File: src/mcc_defines.vh
// register map, field positions, reset values and timing for the measurement cycle control
// assumes a 50 MHz system clock and word-aligned APB access (byte address = 4 * index)
`ifndef MCC_DEFINES_VH
`define MCC_DEFINES_VH

// register indices; byte address is four times the index
`define MCC_IDX_APP_CTRL      14'h1801
`define MCC_IDX_PER_CTRL      14'h1802
`define MCC_IDX_SYNC_CTRL     14'h1803
`define MCC_IDX_CH_ENABLE     14'h1808
`define MCC_IDX_STATUS        14'h1810

// periodic measurement control fields
`define MCC_POLICY_BIT        12
`define MCC_COUNT_MSB         8
`define MCC_COUNT_RESET       9'h010
`define MCC_COUNT_MIN         9'h010

// synchronous cycle control fields
`define MCC_HOLD_BIT          15
`define MCC_FAST_BIT          1
`define MCC_SYNC_BIT          0

// application control fields used here
`define MCC_AUX_MSB           8
`define MCC_AUX_LSB           2
`define MCC_AUX_HOLD_BIT      15

`define MCC_CH_ENABLE_RESET   16'h0000

// balancing auto-pause settle time
`define MCC_CLK_MHZ           50
`define MCC_SETTLE_TIME_US    100
`define MCC_SETTLE_CYCLES     (`MCC_SETTLE_TIME_US * `MCC_CLK_MHZ)

`endif

File: src/mcc_cycle_ctrl.v
// measurement cycle control: periodic policy, period length, cycle start strobes
// assumes an APB3 master on i_sys_clk and a sequencer on the same clock
`timescale 1ns/100ps
`include "mcc_defines.vh"
module mcc_cycle_ctrl #(
  parameter SETTLE_CYCLES = `MCC_SETTLE_CYCLES
) (
  input  wire        i_sys_clk,
  input  wire        i_sys_rst,
  input  wire        i_psel,
  input  wire        i_penable,
  input  wire        i_pwrite,
  input  wire [15:0] i_paddr,
  input  wire [31:0] i_pwdata,
  output reg  [31:0] o_prdata,
  output reg         o_pready,
  output reg         o_pslverr,
  input  wire        i_auto_pause_en,
  input  wire        i_meas_done,
  input  wire        i_cycle_done,
  input  wire        i_aux_done,
  output reg         o_capture_start,
  output reg         o_cycle_is_fast,
  output reg         o_aux_capture,
  output reg  [6:0]  o_aux_channels,
  output reg         o_result_refresh,
  output reg  [8:0]  o_period_sample_count,
  output reg  [15:0] o_cell_channel_enable,
  output reg         o_balancing_pause,
  output reg         o_cycle_busy
);

  localparam [1:0] ST_IDLE = 2'b00;
  localparam [1:0] ST_WAIT = 2'b01;
  localparam [1:0] ST_RUN  = 2'b10;

  reg  [1:0]  state;
  reg  [1:0]  next_state;
  reg         result_update_policy;
  reg  [8:0]  pending_count;
  reg  [8:0]  period_pos;
  reg         cycle_pause;
  reg         next_cycle_pause;
  reg         aux_hold;
  reg         next_capture_start;
  reg         next_fast;
  reg         timer_start;
  reg  [31:0] read_word;
  reg         addr_hit;
  reg         wr_app;
  reg         wr_per;
  reg         wr_sync;
  reg         wr_en;

  wire        timer_expired;
  wire        timer_busy;
  wire [13:0] word_idx = i_paddr[15:2];
  wire        aligned = (i_paddr[1:0] == 2'b00);
  wire        access = i_psel & i_penable & o_pready;
  wire        wr = access & i_pwrite & addr_hit;
  wire [8:0]  wr_count = i_pwdata[`MCC_COUNT_MSB:0];
  wire [6:0]  aux_sel = i_pwdata[`MCC_AUX_MSB:`MCC_AUX_LSB];
  wire        aux_req = wr_app & (|aux_sel);
  // >= rather than == so a period can never overrun its count
  wire        period_end = i_meas_done & (period_pos >= o_period_sample_count - 9'h001);

  wire        sync_wr = wr_sync & i_pwdata[`MCC_SYNC_BIT];
  wire        sync_ok = sync_wr & (|o_cell_channel_enable) & (state == ST_IDLE);
  wire        fast_ok = wr_sync & i_pwdata[`MCC_FAST_BIT] & ~i_pwdata[`MCC_SYNC_BIT]
                        & (state == ST_IDLE);
  wire        start_ok = sync_ok | fast_ok;
  wire        hold_req = start_ok & i_pwdata[`MCC_HOLD_BIT];
  // already paused check
  // an aux pause already running skips the hold's settle wait; the auto pause still waits
  wire        already_paused = aux_hold | cycle_pause;

  // one settle timer serves both the hold request and the auto pause
  mcc_settle_timer #(
    .CYCLES    (SETTLE_CYCLES)
  ) u_settle (
    .i_sys_clk (i_sys_clk),
    .i_sys_rst (i_sys_rst),
    .i_start   (timer_start),
    .o_expired (timer_expired),
    .o_busy    (timer_busy)
  );

  // write strobes, one per mapped word except status
  always @* begin
    wr_app  = 1'b0;
    wr_per  = 1'b0;
    wr_sync = 1'b0;
    wr_en   = 1'b0;
    if (!wr) begin
      wr_app = 1'b0;
    end else if (word_idx == `MCC_IDX_APP_CTRL) begin
      wr_app = 1'b1;
    end else if (word_idx == `MCC_IDX_PER_CTRL) begin
      wr_per = 1'b1;
    end else if (word_idx == `MCC_IDX_SYNC_CTRL) begin
      wr_sync = 1'b1;
    end else if (word_idx == `MCC_IDX_CH_ENABLE) begin
      wr_en = 1'b1;
    end
  end

  // status and the write-only words are mapped too
  always @* begin
    addr_hit = 1'b1;
    if (!aligned) begin
      addr_hit = 1'b0;
    end else if (word_idx == `MCC_IDX_APP_CTRL) begin
      addr_hit = 1'b1;
    end else if (word_idx == `MCC_IDX_PER_CTRL) begin
      addr_hit = 1'b1;
    end else if (word_idx == `MCC_IDX_SYNC_CTRL) begin
      addr_hit = 1'b1;
    end else if (word_idx == `MCC_IDX_CH_ENABLE) begin
      addr_hit = 1'b1;
    end else if (word_idx == `MCC_IDX_STATUS) begin
      addr_hit = 1'b1;
    end else begin
      addr_hit = 1'b0;
    end
  end

  always @* begin
    read_word = 32'h0000_0000;
    if (!aligned) begin
      read_word = 32'h0000_0000;
    end else if (word_idx == `MCC_IDX_PER_CTRL) begin
      read_word = {19'h0_0000, result_update_policy, 3'b000, pending_count};
    end else if (word_idx == `MCC_IDX_CH_ENABLE) begin
      read_word = {16'h0000, o_cell_channel_enable};
    end else if (word_idx == `MCC_IDX_STATUS) begin
      // bit 5 shows the settle timer so software can poll the wait
      read_word = {26'h000_0000, timer_busy, aux_hold, o_cycle_is_fast, cycle_pause,
                   (state == ST_WAIT), (state != ST_IDLE)};
    end else begin
      read_word = 32'h0000_0000;
    end
  end

  // one wait state: pready and read data both come from flops
  always @(posedge i_sys_clk) begin
    if (i_sys_rst) begin
      o_pready  <= 1'b0;
      o_pslverr <= 1'b0;
      o_prdata  <= 32'h0000_0000;
    end else begin
      o_pready  <= i_psel & i_penable & ~o_pready;
      // error only for unmapped or misaligned words
      o_pslverr <= i_psel & i_penable & ~o_pready & ~addr_hit;
      if (i_psel & i_penable & ~o_pready & ~i_pwrite & addr_hit) begin
        o_prdata <= read_word;
      end else begin
        o_prdata <= 32'h0000_0000;
      end
    end
  end

  always @(posedge i_sys_clk) begin
    if (i_sys_rst) begin
      result_update_policy <= 1'b0;
      pending_count        <= `MCC_COUNT_RESET;
      o_cell_channel_enable <= `MCC_CH_ENABLE_RESET;
    end else begin
      // readback shows the pending count, not the active one
      if (wr_per) begin
        result_update_policy <= i_pwdata[`MCC_POLICY_BIT];
        if (wr_count < `MCC_COUNT_MIN) begin
          pending_count <= `MCC_COUNT_MIN;
        end else begin
          pending_count <= wr_count;
        end
      end
      if (wr_en) begin
        o_cell_channel_enable <= i_pwdata[15:0];
      end
    end
  end

  always @(posedge i_sys_clk) begin
    if (i_sys_rst) begin
      period_pos            <= 9'h000;
      o_period_sample_count <= `MCC_COUNT_RESET;
      o_result_refresh      <= 1'b0;
    end else begin
      o_result_refresh <= 1'b0;
      if (period_end) begin
        period_pos <= 9'h000;
        o_period_sample_count <= pending_count;
      end else if (i_meas_done) begin
        period_pos <= period_pos + 9'h001;
      end
      if (wr_per & i_pwdata[`MCC_POLICY_BIT]) begin
        o_result_refresh <= 1'b1;
      end else if (period_end & ~result_update_policy) begin
        o_result_refresh <= 1'b1;
      end
    end
  end

  always @* begin
    next_state         = state;
    next_cycle_pause   = cycle_pause;
    next_capture_start = 1'b0;
    next_fast          = o_cycle_is_fast;
    timer_start        = 1'b0;
    case (state)
      ST_IDLE: begin
        if (start_ok) begin
          next_fast = fast_ok;
          if ((hold_req & ~already_paused) | i_auto_pause_en) begin
            timer_start      = 1'b1;
            next_cycle_pause = 1'b1;
            next_state       = ST_WAIT;
          end else begin
            next_cycle_pause   = hold_req;
            next_capture_start = 1'b1;
            next_state         = ST_RUN;
          end
        end
      end
      ST_WAIT: begin
        // starts written now are dropped: any running cycle blocks them
        // capture after timer
        if (timer_expired) begin
          next_capture_start = 1'b1;
          next_state         = ST_RUN;
        end
      end
      ST_RUN: begin
        // an aux hold keeps the pause after the cycle ends
        if (i_cycle_done) begin
          next_cycle_pause = 1'b0;
          next_state       = ST_IDLE;
        end
      end
      default: begin
        next_cycle_pause = 1'b0;
        next_state       = ST_IDLE;
      end
    endcase
  end

  always @(posedge i_sys_clk) begin
    if (i_sys_rst) begin
      state           <= ST_IDLE;
      cycle_pause     <= 1'b0;
      o_capture_start <= 1'b0;
      o_cycle_is_fast <= 1'b0;
      o_cycle_busy    <= 1'b0;
    end else begin
      state           <= next_state;
      cycle_pause     <= next_cycle_pause;
      o_capture_start <= next_capture_start;
      o_cycle_is_fast <= next_fast;
      // busy from the next state so it rises with the write edge
      o_cycle_busy    <= (next_state != ST_IDLE);
    end
  end

  // aux capture with hold; a new hold request in the done cycle wins
  always @(posedge i_sys_clk) begin
    if (i_sys_rst) begin
      aux_hold          <= 1'b0;
      o_aux_capture     <= 1'b0;
      o_aux_channels    <= 7'h00;
      o_balancing_pause <= 1'b0;
    end else begin
      o_aux_capture  <= aux_req;
      o_aux_channels <= wr_app ? aux_sel : 7'h00;
      if (aux_req & i_pwdata[`MCC_AUX_HOLD_BIT]) begin
        aux_hold <= 1'b1;
      end else if (i_aux_done) begin
        aux_hold <= 1'b0;
      end
      // pause output
      // taken from the next value so the pause lands with the state change
      o_balancing_pause <= next_cycle_pause | aux_hold;
    end
  end

endmodule // mcc_cycle_ctrl

File: src/mcc_settle_timer.v
// settle timer for the balancing auto pause
// assumes a one-cycle start pulse from logic on the same clock
`timescale 1ns/100ps
module mcc_settle_timer #(
  parameter CYCLES = 5000
) (
  input  wire        i_sys_clk,
  input  wire        i_sys_rst,
  input  wire        i_start,
  output reg         o_expired,
  output reg         o_busy
);

  localparam [31:0] LAST_WIDE = CYCLES - 1;
  localparam [15:0] LAST      = LAST_WIDE[15:0];

  reg [15:0] count;

  always @(posedge i_sys_clk) begin
    if (i_sys_rst) begin
      count     <= 16'h0000;
      o_busy    <= 1'b0;
      o_expired <= 1'b0;
    end else begin
      o_expired <= 1'b0;
      if (i_start) begin
        count  <= 16'h0000;
        o_busy <= 1'b1;
      end else if (o_busy) begin
        if (count == LAST) begin
          o_busy    <= 1'b0;
          o_expired <= 1'b1;
        end else begin
          count <= count + 16'h0001;
        end
      end
    end
  end

endmodule // mcc_settle_timer

File: config.mk
export PLATFORM = sky130hd
export DESIGN_NAME = mcc_cycle_ctrl
export DESIGN_NICKNAME = d
export VERILOG_FILES = /design/src/mcc_cycle_ctrl.v /design/src/mcc_settle_timer.v
export VERILOG_INCLUDE_DIRS = /design/src
export SDC_FILE = /design/constraint.sdc
export NUM_CORES = 1
export LEC_CHECK = 0
export BUFFER_PORTS_ARGS = -buffer_cell sky130_fd_sc_hd__buf_2
export CAP_MARGIN = 5
export CORE_UTILIZATION = 40
export DETAILED_ROUTE_END_ITERATION = 7
export GPL_TIMING_DRIVEN = 0
export PLACE_DENSITY = 0.71
export SYNTH_ARGS = -nofsm -noshare
export SYNTH_HDL_FRONTEND = slang
export SYNTH_SLANG_ARGS = --single-unit
export TNS_END_PERCENT = 100
File: constraint.sdc
create_clock -name i_sys_clk -period 4.6 [get_ports i_sys_clk]
set_input_delay 0 -clock i_sys_clk [delete_from_list [all_inputs] [get_ports i_sys_clk]]
set_output_delay 0 -clock i_sys_clk [all_outputs]
set_load 0.005 [all_outputs]
==> summary.txt, run 1 <==
===============================================================================================
Final period util                                                                         66.6%
Antenna diode instance count                                                                  0
Post-route DRC violation count                                                                0
Cell accounting for the most synthesized area                                      sky130_fd_sc_hd__dfxtp_1
Hold WC Path Type                                                                     in -> reg
Layout cells sized above 1                                                                24.1%
Number of synthesized flops with an enable pin                                                0
Clock root buffer                                                                  sky130_fd_sc_hd__clkbuf_8
Total of buffers placed on input and output ports                                            93
Max-cap violations                                                                            0
Sw frac                                                                                   21.5%
Die height                                                                               107 µm
Fraction of registers with async set or reset after synthesis                                0%
Number of slew-limit violations in the final report                                           0
Warning count from the yosys run                                                              0
Clock period minus final worst setup slack                                              3.06 ns
Final Net Count                                                                             691
Detailed-placement wirelength estimate                                                  8460 µm
Count of fill cells added during filler insertion                                           984
Clock power frac                                                                          38.9%
Worst path bufs/invs                                                                          3
Register share of total power                                                             54.8%
Final wirelength                                                                       10900 µm
Placeable core area                                                                   10800 µm²
Register bit total from synthesis                                                            97
Sequential cell area fraction in the yosys report                                         43.9%
Largest stage delay on the critical path                                                0.37 ns
Kind of critical path                                                                reg -> reg
Wire length of the first global-routing pass                                           18000 µm
Share of the synthesized area in the top cell type                                        43.9%
Required time of the worst setup path                                                   4.87 ns
TritonCTS clock tree                                                                        yes
Antenna Violating Nets Remaining                                                              0
Tightest hold margin                                                                  0.0326 ns
PwrDens                                                                              278 nW/µm²
Critical Path Source Type                                                                  flop
Number of antenna violations at the first check in global routing                             0
Count of mapped cells out of synthesis                                                      481
Effective utilization at floorplan                                                        40.9%
Routability congestion estimate from global placement                                     0.857
Setup TNS Final                                                                            0 ns
Number of rows created at floorplan                                                          38
Avg WL per Cell                                                                         14.2 µm
Switching power total                                                                0.000331 W
Most used DFF post-synth                                                           sky130_fd_sc_hd__dfxtp_1
Worst setup EP type                                                                        flop
# resized after CTS                                                                           0
Die extent in x                                                                          107 µm
Area occupied by multi-input gates                                                     2270 µm²
CP max stage cell                                                                  sky130_fd_sc_hd__or3_1
Cell family contributing the most delay on the critical path                       simple AND/OR/NAND/NOR gates
Unrepaired setup endpoints after global routing                                           false
Via Count                                                                                  3861
Largest voltage drop on the vdd net                                                    0.159 mV
Maximum number of pins on one net before global-route repair                                 16
Cell internal power dissipation                                                       0.00121 W
Setup violations, final                                                                       0
CTS HTree Levels                                                                              3
Inserted Clock Buffers                                                                        9
Clk_skew                                                                              0.0120 ns
# clock sinks                                                                                97
DRT Pass-1 Iters                                                                              5
CP max FO                                                                                    10
Outcome                                                                               completed
Achievable clock frequency                                                              327 MHz
Area taken by flip-flops and latches                                                   1940 µm²
Number of I/O pins                                                                          129
Number of hold violations in the final report                                                 0
Ordered cell list for the critical path                                            inv_1 -> ha_1 -> nand2_1 -> or3_1 -> nor3_1 -> xnor2_1 -> ha_1 -> nor4_1 -> o221ai_2 -> and3_1 -> buf_2 -> buf_6 -> nor3_1
Worst-Skew Late Latency                                                                 0.36 ns
1st-iter DRT viols                                                                          226
Unique cell type count in the Yosys netlist                                                  59
Data arrival, critical path                                                             3.34 ns
Remaining Overflow, GRT                                                                       0
Power Total                                                                           0.00154 W
Clock input transition at the sequential cells of the worst setup and hold paths        0.08 ns
Transition time of the tightest slew-check pin                                         0.554 ns
Via count of the first global-routing pass                                                 3760
Area of the die                                                                       11500 µm²
Lkg Pwr                                                                                 2.34 nW
Layout overhead on the synthesized area                                                   25.7%
Fraction of power consumed by combinational cells                                          6.3%
Mapped cell area                                                                       4420 µm²
Global-route usage over all layers                                                        20.0%
Remaining max-slew budget at the tightest pin                                             63.1%
Via/cell ratio                                                                             5.04
Layout Utilization                                                                        51.5%
Buffer levels on the longest clock path                                                       2
Largest cells by area after synthesis                                              sky130_fd_sc_hd__dfxtp_1 (44%), sky130_fd_sc_hd__nand2_1 (5.2%), sky130_fd_sc_hd__a21oi_1 (4.2%), sky130_fd_sc_hd__xor2_1 (3.8%), sky130_fd_sc_hd__ha_1 (3.4%)
Per-instance average area after synthesis                                              9.19 µm²
===============================================================================================
tightest hold or removal path, stage by stage:
cell and delay [ns]:
sky130_fd_sc_hd__buf_2 0.09, sky130_fd_sc_hd__nor2_1 0.08, sky130_fd_sc_hd__nand2b_4 0.12, sky130_fd_sc_hd__nor3_1 0.06
repair_timing:
| action | CTS | global route |
|---|---|---|
| endpoints found under the hold margin | 40 | 0 |
| setup buffers | 0 | 0 |
| hold buffers | 22 | 0 |
final timing paths:
| kind | from | end | slack (ns) | cells after the start |
|---|---|---|---|---|
| worst max-delay path | o_period_sample_count[0]$_SDFFE_PP0P_ | period_pos[3]$_SDFFE_PP0P_ | 1.54 | 13 |
| worst max register to register | o_period_sample_count[0]$_SDFFE_PP0P_ | period_pos[3]$_SDFFE_PP0P_ | 1.54 | 13 |
| worst min register to register | o_cell_channel_enable[15]$_SDFFE_PP0P_ | o_cell_channel_enable[15]$_SDFFE_PP0P_ | 0.48 | 2 |
| worst min-delay path | i_pwrite | o_prdata[4]$_SDFF_PP0_ | 0.03 | 4 |
cells by family (layout without fill, tap and decap cells):
| group | count (synthesis) | count (layout) | synth area share (%) |
|---|---|---|---|
| compound gates | 72 | 72 | 10.9 |
| flops | 97 | 97 | 43.9 |
| buf+inv | 45 | 175 | 5.92 |
| simple gates | 213 | 213 | 27.3 |
| xor+xnor | 31 | 31 | 6.14 |
| fa+ha+maj | 12 | 12 | 3.40 |
| mux | 10 | 10 | 2.27 |
| other cells | 1 | 16 | 0.0849 |
synth_stat cells, drive strengths merged, types with 3 or more instances:
library cell   n
a211oi         3
a21oi         37
a221o          5
a22o           4
and2          17
and3           5
and4           4
buf           27
clkbuf         9
dfxtp         97
ha            12
inv            9
mux2i         10
nand2         61
nand2b        19
nand3         10
nand3b         4
nand4         13
nor2          36
nor3          19
nor3b          4
nor4           8
nor4b          4
o21ai          4
o21bai         3
or2            3
xnor2         12
xor2          19
cells in the final DEF (no fill, tap or decap), types with 16 or more instances in the layout:
master / n
sky130_fd_sc_hd__and2_1: 17
sky130_fd_sc_hd__nor2_1: 34
sky130_fd_sc_hd__a21oi_1: 37
sky130_fd_sc_hd__conb_1: 16
sky130_fd_sc_hd__nand2b_1: 18
sky130_fd_sc_hd__buf_4: 16
sky130_fd_sc_hd__nor3_1: 18
sky130_fd_sc_hd__nand2_1: 61
sky130_fd_sc_hd__dfxtp_1: 97
sky130_fd_sc_hd__xor2_1: 19
sky130_fd_sc_hd__buf_2: 101
sky130_fd_sc_hd__dlygate4sd3_1: 22
flip-flops by register name, summed over array words and instances, names as in the netlist, 2 cells and up:
signal	count
o_aux_channels	7
o_cell_channel_enable	16
o_period_sample_count	9
o_prdata	16
pending_count	9
period_pos	9
state	2
u_settle.count	16
area by class of cell:
class	instances	share of cell area, %
Tap cell	140	3.15
Buffer	36	4.10
Timing Repair Buffer	115	12.3
Clock inverter	4	1.37
Clock buffer	11	2.55
Sequential cell	97	35.0
Inverter	9	0.608
Multi-Input combinational cell	354	40.9
through the flow:
| stage | cells | worst slack [ns] | instance area, µm² |
|---|---|---|---|
| CTS | 766 | 1.52 | 5550 |
| global placement | 729 | 1.68 | 5120 |
| floorplan | 496 | 1.98 | 4480 |
| global route | 766 | 1.34 | 5550 |
| detailed placement | 729 | 1.53 | 5120 |
| finish | 766 | 1.54 | 5550 |
metal layers:
layer	GRT usage, %	vias to the layer above	share of wire (%)
met5	0	-	0
met4	9.20	0	2.5
met3	3.89	23	4.9
met2	35.0	89	51
met1	23.6	1830	41
li1	-	1919	-
power groups by stage:
stage | Sequential (W) | Clock, W | Combinational (W)
floorplan | 0.000864 | 0 | 0.0000477
global placement | 0.000865 | 0 | 0.0000805
detailed placement | 0.000865 | 0 | 0.0000819
CTS | 0.000845 | 0.000618 | 0.0000961
global route | 0.000846 | 0.000648 | 0.000106
finish | 0.000845 | 0.000600 | 0.0000969
(Power assumes the default switching activity.)
==> inputs of run 2 (changes only) <==
--- a/config.mk
+++ b/config.mk
@@ -6,12 +6,13 @@
 export SDC_FILE = /design/constraint.sdc
 export NUM_CORES = 1
 export LEC_CHECK = 0
+export ABC_AREA = 1
 export BUFFER_PORTS_ARGS = -buffer_cell sky130_fd_sc_hd__buf_2
 export CAP_MARGIN = 5
 export CORE_UTILIZATION = 40
 export DETAILED_ROUTE_END_ITERATION = 7
 export GPL_TIMING_DRIVEN = 0
-export PLACE_DENSITY = 0.71
+export PLACE_DENSITY = 0.73
 export SYNTH_ARGS = -nofsm -noshare
 export SYNTH_HDL_FRONTEND = slang
 export SYNTH_SLANG_ARGS = --single-unit
==> constraint.sdc (replaced) <==
create_clock -name i_sys_clk -period 2.5 [get_ports i_sys_clk]
set_input_delay 0 -clock i_sys_clk [delete_from_list [all_inputs] [get_ports i_sys_clk]]
set_output_delay 0 -clock i_sys_clk [all_outputs]
set_load 0.005 [all_outputs]
==> summary.txt, run 2 <==
===============================================================================================
Area share of and/or/nand/nor cells after synthesis                                       24.9%
Top cell types by occurrence after synthesis                                       sky130_fd_sc_hd__dfxtp_1 (97), sky130_fd_sc_hd__inv_1 (87), sky130_fd_sc_hd__nor2_1 (83), sky130_fd_sc_hd__nand2_1 (80), sky130_fd_sc_hd__a21oi_1 (29)
Largest stage delay on the critical path                                                0.39 ns
Logic depth of the worst setup path including buffers                                        16
Final wirelength                                                                       12500 µm
CTS HTree Levels                                                                              3
Die height                                                                               109 µm
Effective utilization at floorplan                                                        41.6%
Hold_sp                                                                            i_pwdata[15]
Via Count                                                                                  4524
PwrDens                                                                              525 nW/µm²
Placement Setup Slack                                                                 -0.394 ns
Area occupied by multi-input gates                                                     2230 µm²
Final Net Count                                                                             824
Required time of the worst setup path                                                   2.78 ns
Hold WC Path Type                                                                     in -> reg
Area taken by flip-flops and latches                                                   1940 µm²
TritonCTS clock tree                                                                        yes
Inserted Clock Buffers                                                                        9
Ordered cell list for the critical path                                            nor2_2 -> nand2_1 -> nor2_1 -> nand2_1 -> nor3_2 -> xnor2_1 -> ha_1 -> nand2_2 -> nor2_2 -> nand2_1 -> o2111ai_2 -> nand2_2 -> inv_2 -> buf_6 -> o21ai_0 -> a21oi_1
Adder-Cell Fraction of Synth Area                                                         3.29%
Avg WL per Cell                                                                         13.9 µm
Register bit total from synthesis                                                            97
Lkg Pwr                                                                                 2.68 nW
Most common cell after layout, fill and taps aside                                 sky130_fd_sc_hd__buf_2
CP max FO                                                                                     5
Maximum number of pins on one net before global-route repair                                 19
Sequential cell area fraction in the yosys report                                         42.5%
Mapped cell area                                                                       4560 µm²
Final period util                                                                          101%
Setup violations, final                                                                       4
Post-route DRC violation count                                                                0
Cell seen most often among critical-path stages                                    sky130_fd_sc_hd__nand2_1
Clock root buffer                                                                  sky130_fd_sc_hd__clkbuf_16
Largest cells by area after synthesis                                              sky130_fd_sc_hd__dfxtp_1 (43%), sky130_fd_sc_hd__inv_1 (7.2%), sky130_fd_sc_hd__nor2_1 (6.8%), sky130_fd_sc_hd__nand2_1 (6.6%), sky130_fd_sc_hd__a211oi_1 (3.9%)
Post-route cell area                                                                   6010 µm²
CP max stage cell                                                                  sky130_fd_sc_hd__dfxtp_1
DRT Pass-1 Iters                                                                              5
Outcome                                                                            finished, violations left
Antenna Violating Nets Remaining                                                              0
Remaining Overflow, GRT                                                                       0
Instance count along the most critical hold path                                              3
Capturing point of the worst reg2reg path                                          o_period_sample_count[3]$_SDFFE_PP0P_
Clock period minus final worst setup slack                                              2.51 ns
Failing checks                                                                     negative setup slack
Startpoint of the lowest-slack register-to-register path                           o_period_sample_count[2]$_SDFFE_PP0P_
Slack of the critical path                                                           -0.0133 ns
Portion of netlist area occupied by mux cells                                            0.219%
Most used standard cell by instance count after synthesis                          sky130_fd_sc_hd__dfxtp_1
Placeable core area                                                                   11000 µm²
Warning count from the yosys run                                                              0
Achievable clock frequency                                                              398 MHz
Unrepaired setup endpoints after global routing                                            true
Max-cap violations                                                                            0
1st-iter DRT viols                                                                          312
Number of synthesized flops with an enable pin                                                0
Number of antenna violations at the first check in global routing                             0
Largest family of logic cells by synthesized area                                  simple AND/OR/NAND/NOR gates
Xor and xnor area share after synthesis                                                   3.45%
Commonest cells after routing, fill and taps aside                                 sky130_fd_sc_hd__buf_2 (100), sky130_fd_sc_hd__dfxtp_1 (95), sky130_fd_sc_hd__inv_1 (84)
Fraction of the mapped netlist area in compound gates                                     13.9%
Placed Area                                                                            5280 µm²
Total of buffers placed on input and output ports                                            96
Count of fill cells added during filler insertion                                          1021
Routability congestion estimate from global placement                                     0.881
Die extent in x                                                                          109 µm
Global-route usage over all layers                                                        21.4%
Endpoint with the worst hold slack                                                 o_cell_channel_enable[15]$_SDFFE_PP0P_
Via/cell ratio                                                                             5.03
Number of slew-limit violations in the final report                                           0
Number of hold violations in the final report                                                 0
Worst-Skew Late Latency                                                                 0.35 ns
Layout cells sized above 1                                                                27.2%
Worst path bufs/invs                                                                          2
Number of I/O pins                                                                          129
Share of the synthesized area in the top cell type                                        42.5%
Fraction of registers with async set or reset after synthesis                                0%
Clock input transition at the sequential cells of the worst setup and hold paths        0.07 ns
Buffer levels on the longest clock path                                                       2
Layout overhead on the synthesized area                                                   31.6%
Antenna diode instance count                                                                  0
Transition time of the tightest slew-check pin                                         0.584 ns
Kind of critical path                                                                reg -> reg
Via count of the first global-routing pass                                                 4175
Most used DFF post-synth                                                           sky130_fd_sc_hd__dfxtp_1
Worst setup EP type                                                                        flop
Setup slack, reg-to-reg                                                                -0.01 ns
Unique cell type count in the Yosys netlist                                                  40
Count of mapped cells out of synthesis                                                      598
Largest registers ranked by flip-flop count                                        o_cell_channel_enable (16), o_prdata (16), u_settle.count (16)
Data arrival, critical path                                                             2.80 ns
Depth of the most critical reg-to-reg path                                                   16
Area of the die                                                                       11800 µm²
Cell family contributing the most delay on the critical path                       simple AND/OR/NAND/NOR gates
Cell accounting for the most synthesized area                                      sky130_fd_sc_hd__dfxtp_1
Remaining max-slew budget at the tightest pin                                             60.7%
Number of rows created at floorplan                                                          38
Clk_skew                                                                             0.00874 ns
Wire length of the first global-routing pass                                           19300 µm
Largest voltage drop on the vdd net                                                    0.500 mV
# clock sinks                                                                                97
Critical Path Source Type                                                                  flop
Power Total                                                                           0.00315 W
Detailed-placement wirelength estimate                                                  9200 µm
Worst setup startpoint                                                             o_period_sample_count[2]$_SDFFE_PP0P_
Per-instance average area after synthesis                                              7.63 µm²
===============================================================================================
[run 2: tightest hold or removal path, stage by stage]
cell and delay [ns]:
sky130_fd_sc_hd__buf_2 0.14, sky130_fd_sc_hd__nor2_1 0.13, sky130_fd_sc_hd__a211oi_1 0.05
[run 2: layout make-up]
class	instances	area share, %
multi-input combinational	396	37.2
sequential	97	32.4
timing repair buffer	131	13.4
inverter	92	5.75
clock buffer	9	3.75
buffer	28	3.27
tap	140	2.92
clock inverter	7	1.40
[run 2: logic make-up after synthesis]
kind of cell / Yosys count
fa+ha+maj: 12
flops: 97
mux: 1
xor+xnor: 18
buf+inv: 120
compound gates: 98
other cells: 1
simple gates: 251
[run 2: worst max path at each step]
stage | slack (ns) | endpoint
5_1_grt | -0.14 | o_period_sample_count[8]$_SDFFE_PP0P_
3_3_place_gp | -0.28 | o_period_sample_count[8]$_SDFFE_PP0P_
3_5_place_dp | -0.39 | o_period_sample_count[8]$_SDFFE_PP0P_
4_1_cts | -0.004 | period_pos[1]$_SDFFE_PP0P_
6_report | -0.01 | o_period_sample_count[3]$_SDFFE_PP0P_
2_1_floorplan | 0.05 | o_period_sample_count[8]$_SDFFE_PP0P_
[run 2: through the flow]
step,hold slack [ns],cells,util (%),TNS [ns]
after floorplan,0.0872,613,-,0
after global placement,0.199,849,48.1,-2.74
after detailed placement,0.204,849,48.1,-4.63
after CTS,0.0175,896,53.9,-0.00676
after global routing,0.0195,900,54.7,-1.26
final,0.0261,900,54.7,-0.0465
[run 2: where the power goes]
| part | switching [W] | internal, W |
|---|---|---|
| logic | 0.0000903 | 0.0000792 |
| registers | 0.00000513 | 0.00155 |
| clock network | 0.000633 | 0.000795 |
[run 2: repair_timing]
| action | in CTS | in global routing |
|---|---|---|
| pin swaps | 11 | 13 |
| hold endpoints to repair | 35 | 0 |
| hold buffers | 21 | 0 |
| setup buffers | 9 | 4 |
| endpoints found under the setup margin | 19 | 19 |
| cloned | 1 | 0 |
| gates resized for setup | 19 | 18 |
[run 2: layer usage]
layer,global-route usage [%],vias to the layer above,share of wire [%]
met5,0,-,0
met4,7.63,0,2.1
met3,5.38,23,6.0
met2,38.3,151,51
met1,24.5,2108,41
li1,-,2242,-
==> inputs of run 3 (changes only) <==
--- a/config.mk
+++ b/config.mk
@@ -9,6 +9,7 @@
 export ABC_AREA = 1
 export BUFFER_PORTS_ARGS = -buffer_cell sky130_fd_sc_hd__buf_2
 export CAP_MARGIN = 5
+export CORE_ASPECT_RATIO = 1.5
 export CORE_UTILIZATION = 40
 export DETAILED_ROUTE_END_ITERATION = 7
 export GPL_TIMING_DRIVEN = 0
==> constraint.sdc (replaced) <==
create_clock -name i_sys_clk -period 2.5 [get_ports i_sys_clk]
set_input_delay 0 -clock i_sys_clk [delete_from_list [all_inputs] [get_ports i_sys_clk]]
set_output_delay 0 -clock i_sys_clk [all_outputs]
set_load 0.05 [all_outputs]
==> summary.txt, run 3 (synthesis results as in run 2) <==
===============================================================================================
Placeable core area                                                                   11100 µm²
Outcome                                                                            finished, violations left
Buffer levels on the longest clock path                                                       2
# clock sinks                                                                                97
Remaining Overflow, GRT                                                                       0
Post-route DRC violation count                                                                0
Transition time of the tightest slew-check pin                                         0.584 ns
Lkg Pwr                                                                                 2.68 nW
PwrDens                                                                              528 nW/µm²
Die extent in x                                                                         89.2 µm
Failing checks                                                                     negative setup slack
Required time of the worst setup path                                                   2.78 ns
Die height                                                                               133 µm
Power Total                                                                           0.00318 W
Final period util                                                                          102%
Effective utilization at floorplan                                                        41.3%
Achievable clock frequency                                                              391 MHz
Largest registers ranked by flip-flop count                                        o_cell_channel_enable (16), o_prdata (16), u_settle.count (16)
Kind of critical path                                                                reg -> reg
Total instance count after detailed placement                                               856
Largest voltage drop on the vdd net                                                    0.326 mV
Wire length of the first global-routing pass                                           19900 µm
Area of the die                                                                       11900 µm²
Via/cell ratio                                                                             4.99
Number of slew-limit violations in the final report                                           0
Total of buffers placed on input and output ports                                            96
Data arrival, critical path                                                             2.84 ns
Final Net Count                                                                             820
Clock period minus final worst setup slack                                              2.56 ns
Global-route usage over all layers                                                        21.7%
Commonest cells after routing, fill and taps aside                                 sky130_fd_sc_hd__buf_2 (100), sky130_fd_sc_hd__dfxtp_1 (93), sky130_fd_sc_hd__inv_1 (84)
Most common cell after layout, fill and taps aside                                 sky130_fd_sc_hd__buf_2
Final wirelength                                                                       12800 µm
TritonCTS clock tree                                                                        yes
Clk_skew                                                                             0.00684 ns
Via Count                                                                                  4504
Number of antenna violations at the first check in global routing                             0
Number of standard cells in the final layout excluding fillers                              903
Maximum number of pins on one net before global-route repair                                 17
Critical Path Source Type                                                                  flop
Setup slack, reg-to-reg                                                                -0.06 ns
Worst-Skew Late Latency                                                                 0.34 ns
Remaining max-slew budget at the tightest pin                                             60.7%
Slack of the critical path                                                           -0.0604 ns
Setup violations, final                                                                      13
CP max FO                                                                                     5
Layout cells sized above 1                                                                27.4%
Number of rows created at floorplan                                                          47
Hold WC Path Type                                                                     in -> reg
1st-iter DRT viols                                                                          199
Antenna Violating Nets Remaining                                                              0
Max-cap violations                                                                            0
Avg WL per Cell                                                                         14.2 µm
CTS HTree Levels                                                                              3
Worst setup EP type                                                                        flop
Inserted Clock Buffers                                                                        9
Clock input transition at the sequential cells of the worst setup and hold paths        0.07 ns
Unrepaired setup endpoints after global routing                                            true
Layout overhead on the synthesized area                                                   32.0%
Number of hold violations in the final report                                                 0
DRT Pass-1 Iters                                                                              4
Detailed-placement wirelength estimate                                                  9640 µm
Antenna diode instance count                                                                  0
Routability congestion estimate from global placement                                     0.932
Number of I/O pins                                                                          129
Clock root buffer                                                                  sky130_fd_sc_hd__clkbuf_16
Via count of the first global-routing pass                                                 4498
===============================================================================================
==> run 3: worst max-delay path: stages, from the launching register on <==
cell and delay [ns]:
sky130_fd_sc_hd__dfxtp_4 0.35, sky130_fd_sc_hd__inv_4 0.07, sky130_fd_sc_hd__ha_4 0.15, sky130_fd_sc_hd__nand2_4 0.06
sky130_fd_sc_hd__nor2_4 0.10, sky130_fd_sc_hd__nand2_2 0.06, sky130_fd_sc_hd__nor3_2 0.17, sky130_fd_sc_hd__xnor2_1 0.09
sky130_fd_sc_hd__ha_1 0.39, sky130_fd_sc_hd__nand2_2 0.09, sky130_fd_sc_hd__nor2_2 0.12, sky130_fd_sc_hd__nand2_1 0.09
sky130_fd_sc_hd__o2111ai_2 0.20, sky130_fd_sc_hd__nand2_2 0.12, sky130_fd_sc_hd__inv_4 0.10, sky130_fd_sc_hd__buf_8 0.12
sky130_fd_sc_hd__o21ai_2 0.06, sky130_fd_sc_hd__a21oi_1 0.13
==> run 3: per-stage QoR <==
step,utilization (%),hold slack [ns],setup WS [ns],area [µm²],TNS (ns)
2_1_floorplan,-,0.0872,0.00517,4650,0
5_1_grt,54.5,0.0283,-0.204,6020,-2.65
3_5_place_dp,48.1,0.199,-0.219,5310,-2.60
4_1_cts,53.1,0.00231,0.00748,5870,0
3_3_place_gp,48.1,0.198,-0.150,5310,-1.44
6_report,54.5,0.0121,-0.0604,6020,-0.277
==> run 3: layout make-up <==
class | count | area (µm²)
Tap cell | 147 | 184
Timing Repair Buffer | 127 | 785
Fill cell | 1063 | 5030
Clock buffer | 10 | 239
Clock inverter | 6 | 66.3
Sequential cell | 97 | 1950
Buffer | 28 | 196
Multi-Input combinational cell | 396 | 2250
Inverter | 92 | 353
==> run 3: metal layers <==
layer | GRT usage [%] | share of wire [%]
met1 | 22.8 | 38
met2 | 38.9 | 54
met3 | 4.05 | 3.3
met4 | 12.6 | 4.5
met5 | 0 | 0
==> run 3: where the power goes <==
| part | switching, W | leakage, nW | internal (W) | total [W] |
|---|---|---|---|---|
| Sequential | 0.00000477 | 0.784 | 0.00155 | 0.00155 |
| Combinational | 0.000145 | 1.74 | 0.0000809 | 0.000226 |
| Clock | 0.000597 | 0.153 | 0.000806 | 0.00140 |
| Total | 0.000747 | 2.68 | 0.00243 | 0.00318 |
==> run 3: repair_timing <==
item	4_1_cts	5_1_grt
gates resized for setup	10	21
hold endpoints to repair	28	0
cloned	0	1
setup endpoints to repair	18	19
pin swaps	3	10
setup buffers	3	7
hold buffers	20	0
==> run 3: worst paths after layout <==
path / startpoint / cells after the start / end
worst max-delay path: o_period_sample_count[0]$_SDFFE_PP0P_ / 17 / o_period_sample_count[6]$_SDFFE_PP0P_
worst min-delay path: i_penable / 5 / o_pslverr$_SDFF_PP0_
worst max register to register: o_period_sample_count[0]$_SDFFE_PP0P_ / 17 / o_period_sample_count[6]$_SDFFE_PP0P_
worst min register to register: u_settle.o_busy$_SDFF_PP0_ / 2 / u_settle.o_expired$_SDFF_PP0_
